### src/hw/aab_map.svh
// Overview of operation
// [RQ1] add literal: accumulator plus 8-bit literal into accumulator, flags C, half carry, Z.
// [RQ2] add file: accumulator plus file register 0..127, flags C, half carry, Z.
// [RQ3] destination bit 0 writes accumulator, 1 writes back to the file register.
// [RQ4] and literal: accumulator AND literal into accumulator, only Z changes.
// [RQ5] and file: accumulator AND file register to destination, only Z changes.
// [RQ6] bit clear forces selected bit of file register to zero, flags untouched.
// [RQ7] bit set forces selected bit of file register to one, flags untouched.
// [RQ8] skip-if-clear with tested bit zero squashes next instruction into a no-op.
// [RQ9] skip-if-clear with tested bit one lets next run; no flags changed.
// [RQ10] read-modify-write of I/O port uses pin levels, not output latch.
// [RQ11] Z when result is zero; carry from bit 7, half carry from bit 3.
`ifndef AAB_MAP_SVH
`define AAB_MAP_SVH
`define AAB_ACC_RST      8'h00
`define AAB_FLAGS_RST    3'h0
`define AAB_DEST_ACC     1'b0
`define AAB_DEST_FILE    1'b1
`define AAB_FLAG_C_POS   0
`define AAB_FLAG_HC_POS  1
`define AAB_FLAG_Z_POS   2
`endif

### src/hw/aab_pkg.sv
package aab_pkg;
  typedef enum logic [2:0] {
    AAB_OP_NONE,
    AAB_OP_ADD_LIT,
    AAB_OP_ADD_FILE,
    AAB_OP_AND_LIT,
    AAB_OP_AND_FILE,
    AAB_OP_BIT_CLR,
    AAB_OP_BIT_SET,
    AAB_OP_BIT_TEST
  } aab_op_t;

  typedef struct packed {
    logic       valid;
    aab_op_t    op;
    logic [7:0] literal;
    logic [6:0] addr;
    logic       dest;
    logic [2:0] bit_sel;
  } aab_instr_t;

  typedef struct packed {
    logic       we;
    logic [6:0] addr;
    logic [7:0] data;
  } aab_fwrite_t;

  typedef struct packed {
    logic z;
    logic hc;
    logic c;
  } aab_flags_t;
endpackage

### src/hw/aab_core.sv
`timescale 1ns/100ps
`include "aab_map.svh"
module aab_core (
  input  wire logic                CORE_CLK,     // instruction clock, 200 MHz
  input  wire logic                RESETN,       // async reset, active low
  input  wire aab_pkg::aab_instr_t INSTR,        // decoded instruction
  input  wire logic [7:0]          FILE_RDATA,   // file register read data at INSTR.addr
  input  wire logic                FILE_IS_PORT, // addressed file is an I/O port
  input  wire logic [7:0]          PIN_LEVELS,   // pin levels of the addressed port
  output aab_pkg::aab_fwrite_t     FILE_WR,      // file register write-back
  output logic [7:0]               ACC,          // working accumulator
  output aab_pkg::aab_flags_t      FLAGS,        // zero, half carry, carry
  output logic                     SQUASH        // next instruction runs as no-op
);
  // ****************************************************************
  // operand selection
  // ****************************************************************
  logic [7:0] file_src;
  logic [7:0] add_b;
  logic [7:0] add_sum;
  logic       add_c;
  logic       add_hc;
  logic       tested;

  // port pins, not the output latch, feed the read-modify-write
  assign file_src = FILE_IS_PORT ? PIN_LEVELS : FILE_RDATA;  // [RQ10]
  assign add_b    = (INSTR.op == aab_pkg::AAB_OP_ADD_LIT) ? INSTR.literal : file_src;
  assign tested   = file_src[INSTR.bit_sel];

  aab_adder #(
    .WIDTH (8)
  ) u_adder (
    .a       (ACC),
    .b       (add_b),
    .sum     (add_sum),
    .carry   (add_c),
    .half_cy (add_hc)
  );

  // ****************************************************************
  // per-bit values for bit clear and bit set
  // ****************************************************************
  logic [7:0] clr_val;
  logic [7:0] set_val;

  // one cell per bit keeps the decode of bit_sel local to that bit
  genvar gi;
  generate
    for (gi = 0; gi < 8; gi++) begin : g_bit
      assign clr_val[gi] = (INSTR.bit_sel == 3'(gi)) ? 1'b0 : file_src[gi];  // [RQ6]
      assign set_val[gi] = (INSTR.bit_sel == 3'(gi)) ? 1'b1 : file_src[gi];  // [RQ7]
    end
  endgenerate

  // ****************************************************************
  // slot qualification
  // ****************************************************************
  logic       squash_ff;
  logic       nxt_squash;
  logic       live;
  logic       to_file;
  logic [7:0] and_res;

  // a squashed slot executes as a no-op whatever the decoder presents
  assign live    = INSTR.valid && !squash_ff;  // [RQ8]
  assign to_file = (INSTR.dest == `AAB_DEST_FILE);  // [RQ3]
  assign and_res = ACC & ((INSTR.op == aab_pkg::AAB_OP_AND_LIT) ? INSTR.literal : file_src);

  // ****************************************************************
  // accumulator and status flags
  // ****************************************************************
  logic [7:0]          acc_ff;
  logic [7:0]          nxt_acc;
  aab_pkg::aab_flags_t flags_ff;
  aab_pkg::aab_flags_t nxt_flags;

  always_comb begin
    nxt_acc   = acc_ff;
    nxt_flags = flags_ff;
    if (live) begin
      case (INSTR.op)
        aab_pkg::AAB_OP_ADD_LIT: begin
          nxt_acc      = add_sum;  // [RQ1]
          nxt_flags.c  = add_c;  // [RQ11]
          nxt_flags.hc = add_hc;
          nxt_flags.z  = (add_sum == 8'h00);
        end
        aab_pkg::AAB_OP_ADD_FILE: begin
          nxt_flags.c  = add_c;  // [RQ2]
          nxt_flags.hc = add_hc;
          nxt_flags.z  = (add_sum == 8'h00);  // [RQ11]
          if (!to_file) begin
            nxt_acc = add_sum;  // [RQ3]
          end
        end
        aab_pkg::AAB_OP_AND_LIT: begin
          nxt_acc     = and_res;  // [RQ4]
          nxt_flags.z = (and_res == 8'h00);
        end
        aab_pkg::AAB_OP_AND_FILE: begin
          // carry and half carry keep their values on a logical operation
          nxt_flags.z = (and_res == 8'h00);  // [RQ5]
          if (!to_file) begin
            nxt_acc = and_res;  // [RQ3]
          end
        end
        default: begin
          // bit operations and the skip test leave accumulator and flags alone
          nxt_acc   = acc_ff;  // [RQ6] [RQ7] [RQ9]
          nxt_flags = flags_ff;
        end
      endcase
    end
  end

  always_ff @(posedge CORE_CLK or negedge RESETN) begin
    if (!RESETN) begin
      acc_ff   <= `AAB_ACC_RST;
      flags_ff <= `AAB_FLAGS_RST;
    end else begin
      acc_ff   <= nxt_acc;
      flags_ff <= nxt_flags;
    end
  end

  // ****************************************************************
  // file register write-back
  // ****************************************************************
  aab_pkg::aab_fwrite_t fwr_ff;
  aab_pkg::aab_fwrite_t nxt_fwr;

  // no forwarding here: the caller reflects a write into the next read
  always_comb begin
    nxt_fwr = '{we: 1'b0, addr: INSTR.addr, data: 8'h00};
    if (live) begin
      case (INSTR.op)
        aab_pkg::AAB_OP_ADD_FILE: begin
          if (to_file) begin
            nxt_fwr.we   = 1'b1;  // [RQ3]
            nxt_fwr.data = add_sum;  // [RQ2]
          end
        end
        aab_pkg::AAB_OP_AND_FILE: begin
          if (to_file) begin
            nxt_fwr.we   = 1'b1;  // [RQ3]
            nxt_fwr.data = and_res;  // [RQ5]
          end
        end
        aab_pkg::AAB_OP_BIT_CLR: begin
          nxt_fwr.we   = 1'b1;
          nxt_fwr.data = clr_val;  // [RQ6]
        end
        aab_pkg::AAB_OP_BIT_SET: begin
          nxt_fwr.we   = 1'b1;
          nxt_fwr.data = set_val;  // [RQ7]
        end
        default: begin
          nxt_fwr.we = 1'b0;
        end
      endcase
    end
  end

  always_ff @(posedge CORE_CLK or negedge RESETN) begin
    if (!RESETN) begin
      fwr_ff <= '0;
    end else begin
      fwr_ff <= nxt_fwr;
    end
  end

  // ****************************************************************
  // conditional skip
  // ****************************************************************
  // the squash lasts one slot only, so two skips can never chain
  always_comb begin
    nxt_squash = 1'b0;
    if (live) begin
      case (INSTR.op)
        aab_pkg::AAB_OP_BIT_TEST: begin
          nxt_squash = !tested;  // [RQ8] [RQ9]
        end
        default: begin
          nxt_squash = 1'b0;
        end
      endcase
    end
  end

  always_ff @(posedge CORE_CLK or negedge RESETN) begin
    if (!RESETN) begin
      squash_ff <= 1'b0;
    end else begin
      squash_ff <= nxt_squash;
    end
  end

  // ****************************************************************
  // outputs, each straight from a flip-flop
  // ****************************************************************
  assign ACC     = acc_ff;
  assign FLAGS   = flags_ff;
  assign FILE_WR = fwr_ff;
  assign SQUASH  = squash_ff;
endmodule

### src/hw/aab_adder.sv
`timescale 1ns/100ps
module aab_adder #(
  parameter int WIDTH = 8
) (
  input  wire logic [WIDTH-1:0] a,        // first operand
  input  wire logic [WIDTH-1:0] b,        // second operand
  output logic      [WIDTH-1:0] sum,      // result
  output logic                  carry,    // carry out of top bit
  output logic                  half_cy   // carry out of bit 3
);
  logic [4:0]       low;
  logic [WIDTH:0]   full;

  always_comb begin
    low  = {1'b0, a[3:0]} + {1'b0, b[3:0]};  // [RQ11]
    full = {1'b0, a} + {1'b0, b};            // [RQ11]
    sum     = full[WIDTH-1:0];
    carry   = full[WIDTH];
    half_cy = low[4];
  end
endmodule

### config.mk
export PLATFORM = sky130hd
export DESIGN_NAME = aab_core
export DESIGN_NICKNAME = d
export VERILOG_FILES = /design/src/hw/aab_pkg.sv /design/src/hw/aab_core.sv /design/src/hw/aab_adder.sv
export VERILOG_INCLUDE_DIRS = /design/src /design/src/hw
export SDC_FILE = /design/constraint.sdc
export NUM_CORES = 1
export LEC_CHECK = 0
export ABC_AREA = 1
export BUFFER_PORTS_ARGS = -buffer_cell sky130_fd_sc_hd__buf_2
export CELL_PAD_IN_SITES_DETAIL_PLACEMENT = 0
export CELL_PAD_IN_SITES_GLOBAL_PLACEMENT = 1
export CORE_UTILIZATION = 32
export CTS_CLUSTER_DIAMETER = 60
export DETAILED_ROUTE_END_ITERATION = 8
export PLACE_DENSITY_LB_ADDON = 0.1
export SETUP_SLACK_MARGIN = 0.15
export SKIP_LAST_GASP = 1
export SYNTH_ARGS = -nofsm -noshare
export SYNTH_HDL_FRONTEND = slang
export SYNTH_SLANG_ARGS = --single-unit
export TNS_END_PERCENT = 5
### constraint.sdc
create_clock -name CORE_CLK -period 1.8 [get_ports CORE_CLK]
set_input_delay 0 -clock CORE_CLK [delete_from_list [all_inputs] [get_ports CORE_CLK]]
set_output_delay 0 -clock CORE_CLK [all_outputs]
set_load 0.01 [all_outputs]
* Yosys cells after proc, flatten, opt, wreduce, memory -nomap -nowiden
Cells that the tools add are included.
** Cells by class
- Add/sub/neg operators :: 2
- Multiply operators :: 0
- Divide/modulo/power cells :: 0
- Magnitude comparators :: 1
- Equal/unequal tests :: 16
- Shift operators :: 0
- Mux-type cells :: 34
- Bitwise logic cells :: 1
- Reduce and logical (&&, ||, !) cells :: 15
** Operators by type and width (count)
- 8-bit two-way mux :: 8
- 8-bit case mux with 4 select lines :: 2
- 3-bit == test, second input constant :: 8
- 1-bit two-way mux :: 21
- 8-bit zero test :: 2
- 3-bit by 2-bit == test with 1-bit output, second input constant :: 4
- 8-bit by 8-bit adder with 9-bit output :: 1
- 8-bit AND :: 1
- 2-bit OR reduction :: 4
- 3-bit by 1-bit == test with 1-bit output, second input constant :: 2
- 4-bit by 4-bit adder with 5-bit output :: 1
- 3-bit by 4-bit less-than comparator with 1-bit output, second input constant :: 1
- 2-bit inequality test, second input constant :: 2
- 1-bit case mux with 2 select lines :: 2
- 2-bit AND reduction :: 2
- 4-bit AND reduction :: 1
- 4-bit nonzero test :: 1
- 1-bit binary-select mux with 3-bit select :: 1
- 3-bit zero test :: 1
- 1-bit zero test :: 2
- 2-bit nonzero test :: 1
- 1-bit logical AND :: 1
** Word-level totals
- Register bits after elaboration :: 28
- Latch bits :: 0
- Bits in writable memories :: 0
- Memory bits (read-only) :: 0
- Bits of input ports :: 42
- Logic and storage cells :: 77
- Memories kept :: 0

* Longest topological paths before layout
- Depth after elaboration :: 6
- Gate-level depth with buffers :: 20
- Gate-level depth less buffers :: 20

* By module
Synthesis repeated with hierarchy kept, for this count alone.
** Unflattened totals
- Cell total of the unflattened synthesis :: 344
- Area total of the unflattened synthesis :: 2204.6 µm²
** By module, submodules not included
- aab_core :: instances 1, cells an instance 279, area an instance 1835.5 µm², seq. area each 700.7 µm²
- aab_adder :: instances 1, cells an instance 65, area an instance 369.1 µm², seq. area each 0.0 µm²

* Worst setup path after synthesis
No wires, ideal clock.
- Path type :: input port to flip-flop
- Start :: in FILE_IS_PORT
- End :: reg flags_ff (netlist bit FLAGS[2])
- Data arrival time :: 1.868 ns
- Data required time :: 1.679 ns
- Slack :: -0.189 ns
- Stages :: 20
- Buffers on the path :: 1
- Path through :: buf_2 inv_1 nand2_1 nand2_1 o21ai_0 ha_1 inv_1 fa_1 inv_1 nand2_1 nand2_1 nand3_1 nand2_1 nand2_1 nand2_1 nor2_1 nand2_1 nand2_1 nand2_1 nand2_1
** Between the ends
- Word-level cells in the longest chain between the ends :: 5
- Elaborated cells on any way between the ends :: 8
** RTL lines
- start: declaration :: RTL line aab_core.sv:8 : input wire logic FILE_IS_PORT,
- 8-bit two-way mux (*) :: RTL line aab_core.sv:26 : assign file_src = FILE_IS_PORT ? PIN_LEVELS : FILE_RDATA;
- 8-bit two-way mux (on tied branches) :: RTL line aab_core.sv:27, aab_core.sv:67
- 8-bit by 8-bit adder with 9-bit output / 8-bit AND (equally long branches) :: RTL line aab_adder.sv:16, aab_core.sv:67
- 8-bit zero test (on tied branches)
- 1-bit case mux with 2 select lines (*) :: RTL line aab_core.sv:81 : case (INSTR.op)
- end signal: assignment :: RTL line aab_core.sv:119 : flags_ff <= `AAB_FLAGS_RST;
- end signal: assignment :: RTL line aab_core.sv:122 : flags_ff <= nxt_flags;
- end: declaration :: RTL line aab_core.sv:74 : aab_pkg::aab_flags_t flags_ff;
Every way passes the cells marked *; elsewhere a longest branch is shown, timed or not.
A chain may end at the register's enable or synchronous reset.

* Worst setup path in the final report
- Start :: reg acc_ff[0], in the netlist ACC[0]
- End :: reg flags_ff (netlist bit FLAGS[2])
** Between the ends
- Word-level cells in the longest chain between the ends :: 3
- Elaborated cells on any way between the ends :: 5
** RTL lines
- start: declaration :: RTL line aab_core.sv:72 : logic [7:0] acc_ff;
- start signal: assignment :: RTL line aab_core.sv:118 : acc_ff <= `AAB_ACC_RST;
- start signal: assignment :: RTL line aab_core.sv:121 : acc_ff <= nxt_acc;
- 8-bit by 8-bit adder with 9-bit output / 8-bit AND (equally long branches) :: RTL line aab_adder.sv:16, aab_core.sv:67
- 8-bit zero test (on tied branches)
- 1-bit case mux with 2 select lines (*) :: RTL line aab_core.sv:81
Marks and branches as above.

==> results.txt <==
Post-Synth Simple-Gate Area: 0.3638
Inserted Diodes: 0
Worst setup SP type: flip-flop
Tmin final: 1.874 ns
Hold path endpoint: FILE_WR[3]
Number of distinct library cells after synthesis: 32
CTS tree: built
Synth Register Bits: 28
Vias/cell: 4.759
Critical-path top delay cell: fa_2
Worst ir drop on vdd: 328.0 uV
DRT Wirelength: 7518 um
Register area share after synthesis: 0.3139
F_max: 533.5 MHz
Synth top area share: 0.3139
Vert. Die Dim: 85.52 um
Final setup viols: 1
CTS buffer count: 3
# fillers: 724
HPWL after DPL: 6163 um
R2R Path Start: ACC[0]
WL/cell: 13.43 um
Number of synthesized flops with an enable pin: 0
# DRC: 0
Status: finished with violations
Top post-synthesis cells by area: dfrtp_1, nand2_1, inv_1, nor2_1, nand3_1
Worst reg-to-reg setup slack: -0.07 ns
Multi-input logic area: 1314 um^2
Violated checks: setup timing
Gr ovfl total: 0
Hold Path Class: in2reg
Final slew viol count: 0
Worst R2R Path Depth: 13
Die width: 85.52 um
Share of layout cells above drive strength 1: 0.3271
DR vias: 2665
Syn Nets: 403
First-pass GRT wire length: 12250 um
Vias in the first global route: 2502
Clock Latency Late Sink: 0.29 ns
Largest stage delay on the critical path: 0.54 ns
Post-synthesis xor/xnor area fraction: 0
Fin. Hold Viols: 0
Sink Count: 28
Htree depth: 1
Setup Skew: 0.01578 ns
Power density over the cells: 1101 nW/um^2
Yosys warning count: 0
Ports: 70
Commonest non-fill, non-tap cell in the layout: nand2_1
Post-synth ARST share: 1.000
Initial Utilization: 0.3304
Leak: 1.870 nW
GP Congestion: 0.8695
CP dominant cell by count: nand2_1
Critical path type: reg2reg
Placed Cells: 542
Power Total: 0.003560 W
Max Cap Viol: 0
Pre-Repair DR Iteration Count: 4
Final std cells w/o fill: 560
Largest area contributor in the netlist: dfrtp_1
R2r endpoint: FLAGS[2]
Main combinational cell family by area after synthesis: simple AND/OR/NAND/NOR gates
Largest buffer count on any clock path: 2
Worst-path clk slew: 0.12 ns
Mux contribution to synthesized area: 0
Tightest Pin Transition: 0.6646 ns
Sequential cell area: 700.7 um^2
Initial antenna violation count: 0
Port-buffer cells: 69
Largest net degree at the start of global routing: 29
Min Hold Slack: 0.05926 ns
CTS root buffer: clkbuf_8
Unrepaired setup endpoints after global routing: yes
Min-delay src: INSTR[22]
DRT antenna net count: 0
Worst path cell trace: ha_2 -> inv_2 -> fa_2 -> inv_2 -> nor2_1 -> nand2_1 -> nor2_1 -> nand3_1 -> nor2_1 -> nand2_1 -> nand2_1 -> nand2_1 -> nand2_1
Final WS setup: -0.07427 ns
CORE AREA: 6756 um^2
Post-Syn Area per Cell: 6.359 um^2
Die area: 7314 um^2
Mapped Cells: 351
Global Route Usage Sum: 0.2132
Post-route cell area: 3232 um^2
Synth Area in Compound Gates: 0.1508
Final net count: 533
Main synth FF type: dfrtp_1
Synthesized area: 2232 um^2
CP endpoint kind: flip-flop
Most frequent cells in the layout: nand2_1, buf_2, buf_4, inv_1, nor2_1
Final setup TNS: -0.07427 ns
Max-slew headroom: 0.5570
Placement Cell Area: 3018 um^2
Worst Hold Depth: 5
Max FO, Critical Path: 2
Post-synthesis adder-cell area fraction: 0.05942
Area growth, synth to finish: 44.79%
Final period utilization: 1.041
DR iter-0 viols: 118
Data required time of the worst path: 2.04 ns
Arr. time, crit path: 2.11 ns
Row count: 30
[stage by stage]
stage	setup WS (ns)	util
after floorplan	-0.01381	-
after global placement	-0.1955	0.4467
after detailed placement	-0.2798	0.4467
after CTS	-0.05509	0.4761
after global routing	-0.2121	0.4783
final	-0.07427	0.4783
[report_power, final]
group | internal (W) | switching [W]
sequential | 0.000760 | 0.0000823
clock | 0.000298 | 0.000223
combinational | 0.000986 | 0.00121
[flip-flops by register name, summed over array words and instances, names as in the netlist]
signal,flops
FILE_WR,16
ACC,8
FLAGS,3
SQUASH,1
[how the worst max path moves through the flow]
stage / to / slack [ns] / start / cells past startpoint
6_report: FLAGS[2] / -0.07 / ACC[0] / 13
5_1_grt: FLAGS[2] / -0.21 / ACC[0] / 13
4_1_cts: FLAGS[2] / -0.06 / ACC[0] / 13
3_5_place_dp: FLAGS[2] / -0.28 / INSTR[20] / 21
3_3_place_gp: FLAGS[2] / -0.20 / FILE_IS_PORT / 17
2_1_floorplan: FLAGS[2] / -0.01 / ACC[0] / 13
[synthesized netlist by cell type, drive strengths merged (2+ instances only)]
master	n
nand4	2
nand3	29
a21oi	16
o211ai	4
nor2	42
dfrtp	28
nor3	3
inv	59
ha	9
buf	3
o21ai	19
a31oi	7
o22ai	3
o221ai	2
nand2	115
or2	2
[what timing repair did]
item	in CTS	in global routing
pin swaps	2	4
hold buffers	8	0
setup endpoints to repair	9	16
endpoints found under the hold margin	35	0
resized for setup	7	2
buffers inserted	4	2
[cell type report]
type                    count  share of cell area
inverters                  60             0.07124
clock buffers               3             0.01278
clock inverters             1            0.009292
flip-flops and latches     28              0.2168
multi-input cells         259              0.4065
repair buffers            129              0.2524
well taps                  80             0.03097
[worst max-delay path: cells and delay by family (launching register included)]
kind	cells	cell delay [ns]
simple gates	9	0.61
flops	1	0.38
buf+inv	2	0.08
fa+ha+maj	2	0.73
[logic make-up after synthesis]
group / after synthesis
simple gates: 193
buf+inv: 64
compound gates: 56
flops: 28
fa+ha+maj: 10
[layer usage]
metal  share of wire  GRT usage  vias up
li1                -          -     1386
met2            0.46     0.3636       68
met3           0.046    0.02021        6
met5               0          0        -
met1            0.48     0.2964     1205
met4           0.011    0.03939        0
Power figures use the tool's default switching activity.
